File: config.mk
export PLATFORM = sky130hd
export DESIGN_NAME = rpsm_port_status
export DESIGN_NICKNAME = d
export VERILOG_FILES = /design/src/rpsm_pkg.sv /design/src/rpsm_port_status.sv /design/src/rpsm_rate_meter.sv
export SDC_FILE = /design/constraint.sdc
export NUM_CORES = 1
export LEC_CHECK = 0
export BUFFER_PORTS_ARGS = -buffer_cell sky130_fd_sc_hd__buf_2
export CAP_MARGIN = 0
export CORE_ASPECT_RATIO = 1.5
export CORE_MARGIN = 2
export CORE_UTILIZATION = 31
export CTS_CLUSTER_DIAMETER = 120
export DETAILED_ROUTE_END_ITERATION = 10
export GPL_ROUTABILITY_DRIVEN = 0
export REMOVE_ABC_BUFFERS = 1
export SLEW_MARGIN = 20
export SYNTH_ARGS = -nofsm -noshare
export SYNTH_HDL_FRONTEND = slang
export SYNTH_SLANG_ARGS = --single-unit
File: constraint.sdc
create_clock -name ref_clk -period 8.8 [get_ports ref_clk]
set_clock_uncertainty 0.2 [all_clocks]
set_input_delay 1.32 -clock ref_clk [delete_from_list [all_inputs] [get_ports ref_clk]]
set_output_delay 1.32 -clock ref_clk [all_outputs]
set_load 0.02 [all_outputs]
File: src/rpsm_pkg.sv
// Purpose: Shared constants of the receive-port status monitor
// Assumes: 100 MHz reference clock, 8-bit register space
// Notes:   Used by rpsm_rate_meter and rpsm_port_status

package rpsm_pkg;

    // ------------------------------------------------------------
    // Register offsets
    // ------------------------------------------------------------
    localparam logic [7:0] ADDR_PORT_SEL  = 8'h4C;
    localparam logic [7:0] ADDR_STS_TWO   = 8'h4E;
    localparam logic [7:0] ADDR_FREQ_INT  = 8'h4F;
    localparam logic [7:0] ADDR_FREQ_FRAC = 8'h50;
    localparam logic [7:0] ADDR_SENSOR0   = 8'h51;

    // ------------------------------------------------------------
    // Field positions in rx_port_status_two
    // ------------------------------------------------------------
    localparam int BIT_UNSTEADY = 7;
    localparam int BIT_LEN_CHG  = 6;
    localparam int BIT_CODE     = 5;
    localparam int BIT_BUF      = 4;
    localparam int BIT_CAM      = 3;
    localparam int BIT_SETTLED  = 2;
    localparam int BIT_MISSING  = 1;
    localparam int BIT_CNT_CHG  = 0;

    // ------------------------------------------------------------
    // Reset values and limits
    // ------------------------------------------------------------
    localparam logic [7:0] RST_BYTE       = 8'h00;
    localparam logic [1:0] RST_PORT_SEL   = 2'h0;
    localparam logic [7:0] CODE_LIMIT_MIN = 8'h01;

    // ------------------------------------------------------------
    // Timing
    // ------------------------------------------------------------
    localparam int REF_CLK_MHZ     = 100;
    // 256 us window: each counted edge is 1/256 MHz
    localparam int MEAS_WINDOW_US  = 256;
    localparam int MEAS_WINDOW_CYC = MEAS_WINDOW_US * REF_CLK_MHZ;

endpackage

File: src/rpsm_port_status.sv
// Purpose: Per-receive-port status and rate registers
// Assumes: Register strobes come from the control-interface target
// Notes:   Events are ref_clk pulses; rate_clk_in is asynchronous
//
// Behaviour
// RULE1 - Each register exists per port and the port-select register picks the copy accessed.
// RULE2 - The unsteady-row-width flag sets when a frame's lines differ and holds until read.
// RULE3 - The row-width-changed flag sets on a detected change and clears on read.
// RULE4 - The line-code-fault flag sets on an encoding error and clears on read.
// RULE5 - Encoding errors count only with fault counting on and a limit above one.
// RULE6 - The packet-buffer flag sets on a buffer overflow and clears on read.
// RULE7 - Bit 3 shows a camera receive error live and a read does not clear it.
// RULE8 - Bit 1 shows a missing input clock when the rate is below the low limit.
// RULE9 - The row-count-changed flag sets on a detected change and clears on read.
// RULE10 - The integer MHz rate is readable and bit 2 shows when it has settled.
// RULE11 - The fraction byte gives the rate in steps of 1/256 MHz.
// RULE12 - Sensor status byte zero loads from the forward channel; writes do nothing.
// RULE13 - A flag clears only on a read of its port and an event in that cycle wins.

`timescale 1ns/1ns

module rpsm_port_status
    import rpsm_pkg::*;
#(
    parameter int NP         = 4,
    parameter int WINDOW_CYC = MEAS_WINDOW_CYC
)(
    // Clock, reset, enable
    input  wire logic                ref_clk,
    input  wire logic                srst,
    input  wire logic                ce,
    // Register access
    input  wire logic [7:0]          reg_addr,
    input  wire logic                reg_wr_en,
    input  wire logic                reg_rd_en,
    input  wire logic [7:0]          reg_wdata,
    output logic      [7:0]          reg_rdata,
    // Receiver events, one-cycle pulses
    input  wire logic [NP-1:0]       row_width_unsteady_evt,
    input  wire logic [NP-1:0]       row_width_changed_evt,
    input  wire logic [NP-1:0]       row_count_changed_evt,
    input  wire logic [NP-1:0]       line_code_fault_evt,
    input  wire logic [NP-1:0]       packet_buf_overflow_evt,
    // Camera receive error level
    input  wire logic [NP-1:0]       camera_rx_error,
    // Fault counting and rate detect setup
    input  wire logic                link_fault_count_en,
    input  wire logic [7:0]          link_fault_limit,
    input  wire logic [7:0]          rate_low_limit,
    // Link rate samples, asynchronous
    input  wire logic [NP-1:0]       rate_clk_in,
    // Forward-channel sensor status
    input  wire logic [NP-1:0]       fwd_status_valid,
    input  wire logic [NP-1:0][7:0]  fwd_status_byte
);

    localparam int PSEL_W = $clog2(NP);

    // ------------------------------------------------------------
    // State
    // ------------------------------------------------------------
    typedef struct packed {
        logic [PSEL_W-1:0]    port_sel;
        logic [NP-1:0]        unsteady;
        logic [NP-1:0]        len_chg;
        logic [NP-1:0]        code_fault;
        logic [NP-1:0]        buf_err;
        logic [NP-1:0]        cnt_chg;
        logic [NP-1:0][7:0]   sensor;
        logic [7:0]           rdata;
    } rpsm_state_t;

    rpsm_state_t          st_reg;
    rpsm_state_t          st_next;
    logic [NP-1:0]        clr;
    logic [NP-1:0]        code_evt;
    logic                 code_ok;
    logic                 rd_sts;
    logic [7:0]           sts_byte;
    logic [NP-1:0][7:0]   m_int;
    logic [NP-1:0][7:0]   m_frac;
    logic [NP-1:0]        m_settled;
    logic [NP-1:0]        m_missing;

    // ------------------------------------------------------------
    // Rate meters, one per port
    // ------------------------------------------------------------
    for (genvar g = 0; g < NP; g++)
    begin : gm
        rpsm_rate_meter #(
            .WINDOW_CYC (WINDOW_CYC)
        ) u_meter (
            .ref_clk              (ref_clk),
            .srst                 (srst),
            .ce                   (ce),
            .rate_clk_in          (rate_clk_in[g]),
            .rate_low_limit       (rate_low_limit),
            .rate_integer_mhz     (m_int[g]),
            .rate_fraction_mhz    (m_frac[g]),
            .rate_measure_settled (m_settled[g]),
            .input_clock_missing  (m_missing[g])
        );
    end

    // ------------------------------------------------------------
    // Next state
    // ------------------------------------------------------------
    always_comb
    begin
        st_next = st_reg;
        rd_sts  = reg_rd_en && (reg_addr == ADDR_STS_TWO);
        // Clear-on-read only hits the selected port's copy
        clr     = '0;
        if (rd_sts)
        begin
            clr[st_reg.port_sel] = 1'b1; // see RULE13
        end
        // A limit of one loses lock before the error can be seen
        code_ok  = link_fault_count_en &&
            (link_fault_limit > CODE_LIMIT_MIN); // see RULE5
        code_evt = line_code_fault_evt & {NP{code_ok}};

        // Set wins over clear in the same cycle
        st_next.unsteady   = (st_reg.unsteady & ~clr)
            | row_width_unsteady_evt; // see RULE2
        st_next.len_chg    = (st_reg.len_chg & ~clr)
            | row_width_changed_evt; // see RULE3
        st_next.code_fault = (st_reg.code_fault & ~clr)
            | code_evt; // see RULE4
        st_next.buf_err    = (st_reg.buf_err & ~clr)
            | packet_buf_overflow_evt; // see RULE6
        st_next.cnt_chg    = (st_reg.cnt_chg & ~clr)
            | row_count_changed_evt; // see RULE9

        for (int p = 0; p < NP; p++)
        begin
            if (fwd_status_valid[p])
            begin
                st_next.sensor[p] = fwd_status_byte[p]; // see RULE12
            end
        end

        sts_byte               = RST_BYTE;
        sts_byte[BIT_UNSTEADY] = st_reg.unsteady[st_reg.port_sel];
        sts_byte[BIT_LEN_CHG]  = st_reg.len_chg[st_reg.port_sel];
        sts_byte[BIT_CODE]     = st_reg.code_fault[st_reg.port_sel];
        sts_byte[BIT_BUF]      = st_reg.buf_err[st_reg.port_sel];
        sts_byte[BIT_CAM]      = camera_rx_error[st_reg.port_sel]; // see RULE7
        sts_byte[BIT_SETTLED]  = m_settled[st_reg.port_sel]; // see RULE10
        sts_byte[BIT_MISSING]  = m_missing[st_reg.port_sel]; // see RULE8
        sts_byte[BIT_CNT_CHG]  = st_reg.cnt_chg[st_reg.port_sel];

        // Port select; an index beyond the last port is ignored
        if (reg_wr_en && (reg_addr == ADDR_PORT_SEL))
        begin
            if (int'(reg_wdata) < NP)
            begin
                st_next.port_sel = reg_wdata[PSEL_W-1:0]; // see RULE1
            end
        end

        // Read data holds until the next read; status bytes are read-only
        if (reg_rd_en)
        begin
            if (reg_addr == ADDR_PORT_SEL)
            begin
                st_next.rdata = RST_BYTE;
                st_next.rdata[PSEL_W-1:0] = st_reg.port_sel;
            end
            else if (reg_addr == ADDR_STS_TWO)
            begin
                st_next.rdata = sts_byte; // see RULE1
            end
            else if (reg_addr == ADDR_FREQ_INT)
            begin
                st_next.rdata = m_int[st_reg.port_sel]; // see RULE10
            end
            else if (reg_addr == ADDR_FREQ_FRAC)
            begin
                st_next.rdata = m_frac[st_reg.port_sel]; // see RULE11
            end
            else if (reg_addr == ADDR_SENSOR0)
            begin
                st_next.rdata = st_reg.sensor[st_reg.port_sel];
            end
            else
            begin
                st_next.rdata = RST_BYTE;
            end
        end
    end

    always_ff @(posedge ref_clk)
    begin
        if (srst)
        begin
            st_reg          <= '0;
            st_reg.port_sel <= RST_PORT_SEL[PSEL_W-1:0];
        end
        else if (ce)
        begin
            st_reg <= st_next;
        end
    end

    assign reg_rdata = st_reg.rdata;

    // ------------------------------------------------------------
    // Checks on the read path
    // ------------------------------------------------------------
    property p_sel_read;
        @(posedge ref_clk) disable iff (srst)
        (ce && rd_sts) |=> (reg_rdata[BIT_LEN_CHG] ==
            $past(st_reg.len_chg[st_reg.port_sel]));
    endproperty
    a_sel_read: assert property (p_sel_read) // see RULE1
        else $error("status read shows wrong port copy");

    property p_cam_keep;
        @(posedge ref_clk) disable iff (srst)
        (ce && rd_sts) |=> (reg_rdata[BIT_CAM] ==
            $past(camera_rx_error[st_reg.port_sel]));
    endproperty
    a_cam_keep: assert property (p_cam_keep) // see RULE7
        else $error("camera error bit does not follow its source");

    property p_freq_read;
        @(posedge ref_clk) disable iff (srst)
        (ce && reg_rd_en && (reg_addr == ADDR_FREQ_INT))
            |=> (reg_rdata == $past(m_int[st_reg.port_sel]));
    endproperty
    a_freq_read: assert property (p_freq_read) // see RULE10
        else $error("rate integer read is wrong");

    // ------------------------------------------------------------
    // Per-port flag checks
    // ------------------------------------------------------------
    for (genvar q = 0; q < NP; q++)
    begin : gc
        property p_unsteady_set;
            @(posedge ref_clk) disable iff (srst)
            (ce && row_width_unsteady_evt[q]) |=> st_reg.unsteady[q];
        endproperty
        a_unsteady_set: assert property (p_unsteady_set) // see RULE2
            else $error("unsteady flag missed its event");

        property p_len_clear;
            @(posedge ref_clk) disable iff (srst)
            (ce && clr[q] && !row_width_changed_evt[q])
                |=> !st_reg.len_chg[q];
        endproperty
        a_len_clear: assert property (p_len_clear) // see RULE3
            else $error("row width flag not cleared by read");

        property p_code_set;
            @(posedge ref_clk) disable iff (srst)
            (ce && line_code_fault_evt[q] && link_fault_count_en &&
                (link_fault_limit > CODE_LIMIT_MIN))
                |=> st_reg.code_fault[q];
        endproperty
        a_code_set: assert property (p_code_set) // see RULE4
            else $error("line code fault not flagged");

        property p_code_mask;
            @(posedge ref_clk) disable iff (srst)
            (ce && !clr[q] && (!link_fault_count_en ||
                (link_fault_limit <= CODE_LIMIT_MIN)))
                |=> $stable(st_reg.code_fault[q]);
        endproperty
        a_code_mask: assert property (p_code_mask) // see RULE5
            else $error("line code fault flagged while masked");

        property p_buf_hold;
            @(posedge ref_clk) disable iff (srst)
            (st_reg.buf_err[q] && !clr[q]) |=> st_reg.buf_err[q];
        endproperty
        a_buf_hold: assert property (p_buf_hold) // see RULE6
            else $error("buffer flag lost without a read");

        property p_cnt_race;
            @(posedge ref_clk) disable iff (srst)
            (ce && clr[q] && row_count_changed_evt[q])
                |=> st_reg.cnt_chg[q];
        endproperty
        a_cnt_race: assert property (p_cnt_race) // see RULE13
            else $error("event lost against clearing read");

        property p_sensor_load;
            @(posedge ref_clk) disable iff (srst)
            (ce && fwd_status_valid[q])
                |=> (st_reg.sensor[q] == $past(fwd_status_byte[q]));
        endproperty
        a_sensor_load: assert property (p_sensor_load) // see RULE12
            else $error("sensor status not loaded");
    end

endmodule

File: src/rpsm_rate_meter.sv
// Purpose: Per-port link rate measurement
// Assumes: rate_clk_in is a divided link clock below 50 MHz
// Notes:   Result is integer MHz and 1/256 MHz fraction

`timescale 1ns/1ns

module rpsm_rate_meter
    import rpsm_pkg::*;
#(
    parameter int WINDOW_CYC = MEAS_WINDOW_CYC
)(
    // Clock, reset, enable
    input  wire logic       ref_clk,
    input  wire logic       srst,
    input  wire logic       ce,
    // Rate sample and threshold
    input  wire logic       rate_clk_in,
    input  wire logic [7:0] rate_low_limit,
    // Results
    output logic      [7:0] rate_integer_mhz,
    output logic      [7:0] rate_fraction_mhz,
    output logic            rate_measure_settled,
    output logic            input_clock_missing
);

    localparam int WIN_W = $clog2(WINDOW_CYC + 1);
    localparam logic [WIN_W-1:0] WIN_LAST = WIN_W'(WINDOW_CYC - 1);

    typedef struct packed {
        logic [2:0]       sync;
        logic [WIN_W-1:0] win;
        logic [15:0]      edges;
        logic [15:0]      result;
        logic             have_one;
        logic             settled;
        logic             missing;
    } rpsm_meter_t;

    rpsm_meter_t st_reg;
    rpsm_meter_t st_next;
    logic        rise;
    logic        win_end;
    logic [15:0] edges_now;

    always_comb
    begin
        st_next   = st_reg;
        // sync[0] feeds only sync[1]; edges come from sync[1]/sync[2]
        st_next.sync = {st_reg.sync[1:0], rate_clk_in};
        rise      = st_reg.sync[1] & ~st_reg.sync[2];
        win_end   = (st_reg.win == WIN_LAST);
        edges_now = st_reg.edges;
        // Saturate rather than wrap on an out-of-range clock
        if (rise && (st_reg.edges != 16'hFFFF))
        begin
            edges_now = st_reg.edges + 16'h0001;
        end
        if (win_end)
        begin
            st_next.win      = '0;
            st_next.edges    = 16'h0000;
            st_next.result   = edges_now;
            st_next.have_one = 1'b1;
            st_next.settled  = st_reg.have_one &&
                (edges_now[15:8] == st_reg.result[15:8]); // see RULE10
            st_next.missing  = (edges_now[15:8] < rate_low_limit); // see RULE8
        end
        else
        begin
            st_next.win   = st_reg.win + 1'b1;
            st_next.edges = edges_now;
        end
    end

    always_ff @(posedge ref_clk)
    begin
        if (srst)
        begin
            st_reg <= '0;
        end
        else if (ce)
        begin
            st_reg <= st_next;
        end
    end

    assign rate_integer_mhz     = st_reg.result[15:8];
    assign rate_fraction_mhz    = st_reg.result[7:0];
    assign rate_measure_settled = st_reg.settled;
    assign input_clock_missing  = st_reg.missing;

    // ------------------------------------------------------------
    // Checks
    // ------------------------------------------------------------
    property p_missing;
        @(posedge ref_clk) disable iff (srst)
        (ce && win_end) |=> (input_clock_missing ==
            ($past(edges_now[15:8]) < $past(rate_low_limit)));
    endproperty
    a_missing: assert property (p_missing) // see RULE8
        else $error("missing-clock flag disagrees with measurement");

    property p_fraction;
        @(posedge ref_clk) disable iff (srst)
        (ce && win_end) |=> (rate_fraction_mhz == $past(edges_now[7:0]))
            && (rate_integer_mhz == $past(edges_now[15:8]));
    endproperty
    a_fraction: assert property (p_fraction) // see RULE11
        else $error("rate bytes not loaded from window count");

    property p_settled;
        @(posedge ref_clk) disable iff (srst)
        (ce && win_end && !st_reg.have_one) |=> !rate_measure_settled;
    endproperty
    a_settled: assert property (p_settled) // see RULE10
        else $error("rate settled after a single window");

endmodule

==> results.md <==
* Via count at 12,900
* Clk sinks at 274
* # nets final at 1,942
* Measured slew at the worst slew-check pin at 1.081 ns
* RSZ-0062 raised after global routing: no
* Starting Density at 0.3151
* Gr ovfl total at 0
* Post-synth top flop: dfxtp_1
* IO Port Bufs at 108
* Die Wd at 182.2 µm
* Synth Cell Area at 14,760 µm²
* HP Class: reg2reg
* Peak supply drop at 0.0001025 V
* Sw Share at 0.2279
* Switching pwr at 619.5 µW
* DRC viols at 0
* Initial antenna violation count at 0
* Max Freq at 285.3 MHz
* Final HPWL DP at 29,740 µm
* Power Density at 163.1 nW/µm²
* GRT Util Overall at 0.1630
* Setup TNS at 0 ns
* Final Critical Period at 3.505 ns
* Crit. End Element: register
* Avg WL per Cell at 17.05 µm
* CP required at 9.10 ns
* Clock Latency Late Sink at 0.57 ns
* Drt first-iter violations at 726
* Critical path class: in2reg
* Htree depth at 1
* CP Data Arrival Time at 3.80 ns
* Logic pwr share at 0.052
* Syn avg cell area at 8.354 µm²
* CTS tree: done
* Leakage at 5.891 nW
* Cell area after layout at 16,660 µm²
* Flops & latches, synth at 274
* Period utilization at 0.3982
* Metal3 WL at 1672 µm
* Status: completed
* Die Ht at 271.3 µm
* Hold Vio Cnt, Final at 0
* Synth warn at 0
* CP max FO at 32
* DR vias/cell at 5.332
* Clk root buf: clkbuf_16
* Largest net degree at the start of global routing at 82
* Fraction of layout cells with a size suffix above 1 at 0.1320
* Fin util at 0.3557
* Vias in the first global route at 12,230
* Post-CTS Resized at 0
* Post-synth EDFFs at 0
* Register area share after synthesis at 0.3716
* Hold buffers post-CTS at 0
* Reg power frac at 0.467
* Num ports at 110
* Total CTS buffers at 28
* Row count at 97
* Register clock-pin slew on the reported worst setup and hold paths at 0.07 ns
* Initial DRT Pass Iterations at 7
* Synth Instances at 1,767
* Pint at 2.099 mW
* Clock network fraction of total power at 0.481
* Met2 Routed Length at 21,100 µm
* Antenna viol nets, final at 0
* WHS at 0.2517 ns
* Placed inst area at 15,650 µm²
* Multi-input logic area at 8563 µm²
* MaxCap Viol Count at 0
* Slew Viols, Final at 0
* Synth cell types at 84
* Fill count at 4,812
* Async set or reset register ratio after synthesis at 0
* Antenna cells at 0
* CTS Buffer Depth at 3
* Reg area at 5488 µm²
* Largest register FFs at 132
* Crit path launch type: primary input
* Area delta synth->final at 12.88%
* Post-CTS setup repair buffer count at 0
* Die ar. at 49,420 µm²
* # setup viols final at 0
* First-pass GRT wire length at 65,460 µm
* Top Layer Used: met4
* Core area at 46,850 µm²
* Drt total wl at 41,260 µm
* M1 wire length at 17,310 µm
* Max transition margin at 0.2744
* Total Power at 2.718 mW
[cell usage after synthesis, types with 6 or more instances]
| library cell | count | area share |
|---|---|---|
| dfxtp_1 | 274 | 0.37 |
| and2_1 | 13 | 0.0055 |
| a21oi_1 | 135 | 0.046 |
| and4_1 | 16 | 0.0095 |
| buf_1 | 8 | 0.0020 |
| inv_1 | 57 | 0.014 |
| a211oi_1 | 39 | 0.020 |
| nor3_1 | 39 | 0.013 |
| and3_1 | 24 | 0.010 |
| nor3b_1 | 11 | 0.0056 |
| nor2b_1 | 10 | 0.0042 |
| o22ai_1 | 10 | 0.0042 |
| nand3b_1 | 7 | 0.0036 |
| buf_4 | 12 | 0.0061 |
| nor2_1 | 257 | 0.065 |
| nor4_1 | 8 | 0.0034 |
| nand2_1 | 152 | 0.039 |
| nand2b_1 | 8 | 0.0034 |
| a22oi_1 | 33 | 0.017 |
| xor2_1 | 62 | 0.037 |
| nand3_1 | 92 | 0.031 |
| clkbuf_1 | 67 | 0.017 |
| ha_1 | 36 | 0.031 |
| a31oi_1 | 6 | 0.0025 |
| a21o_1 | 6 | 0.0031 |
| mux2i_1 | 25 | 0.017 |
| or3_1 | 11 | 0.0047 |
| o21ai_1 | 7 | 0.0024 |
| buf_2 | 26 | 0.0088 |
| nor3_2 | 6 | 0.0041 |
| nand4_1 | 42 | 0.018 |
| xnor2_1 | 67 | 0.040 |
| mux4_2 | 32 | 0.049 |
| o21ai_0 | 68 | 0.023 |
[logic make-up after synthesis]
family,Yosys count,synth area share
AOI/OAI and AO/OA,357,0.1508
xor gates and xnor gates,133,0.08222
adders and majority gates,37,0.03119
buffers and inverters,171,0.04882
DFF,274,0.3716
muxes,60,0.06832
and+or+nand+nor,735,0.2471
[power by group through the flow]
stage | Combinational (mW) | Sequential, mW | Clock [mW]
3_5_place_dp | 0.141 | 1.30 | 0
3_3_place_gp | 0.139 | 1.30 | 0
2_1_floorplan | 0.0601 | 1.29 | 0
5_1_grt | 0.156 | 1.27 | 1.39
6_report | 0.141 | 1.27 | 1.31
4_1_cts | 0.142 | 1.27 | 1.34
[placed cells by master (no fill, tap or decap), types with 42 or more instances in the layout]
master,instances
a21oi_1,135
buf_2,106
dfxtp_1,272
inv_1,57
nand2_1,152
nand3_1,92
nand4_1,42
nor2_1,256
o21ai_0,68
xnor2_1,67
xor2_1,62
[critical path: stages]
cell	delay (ns)
buf_4	0.26
inv_1	0.07
buf_4	0.28
nor2_1	0.48
and4_1	0.80
and3_1	0.25
o2111ai_1	0.13
o21ai_2	0.15
[final cells by class]
class                           count  share of cell area
Clock buffer                       39             0.04881
Clock inverter                     13             0.01171
Inverter                           57             0.01284
Multi-Input combinational cell   1322              0.5139
Sequential cell                   274              0.3293
Tap cell                          594             0.04460
Timing Repair Buffer              121             0.03882
[stage by stage]
step | setup slack [ns] | cells
2_1_floorplan | 5.411 | 1653
3_3_place_gp | 4.740 | 2368
3_5_place_dp | 4.724 | 2368
4_1_cts | 5.318 | 2420
5_1_grt | 5.078 | 2420
6_report | 5.296 | 2420
[final timing paths]
check                                             start                                               to  slack [ns]  cells after the start
setup / recovery                                     ce  gm[2].u_meter.rate_measure_settled$_SDFFE_PP0P_        5.30                      8
hold / removal                  st_reg[36]$_SDFFE_PP0P_                          st_reg[36]$_SDFFE_PP0P_        0.25                      2
setup reg to reg  gm[0].u_meter.st_reg[23]$_SDFFE_PP0P_   gm[0].u_meter.input_clock_missing$_SDFFE_PP0P_        5.42                     10
hold reg to reg                 st_reg[36]$_SDFFE_PP0P_                          st_reg[36]$_SDFFE_PP0P_        0.25                      2
[metal layers]
| metal | up-vias | GRT usage |
|---|---|---|
| met2 | 287 | 0.3033 |
| met3 | 67 | 0.01784 |
| li1 | 6360 | - |
| met4 | 0 | 0.05497 |
| met5 | - | 0 |
| met1 | 6190 | 0.1931 |
(Power assumes the default switching activity.)
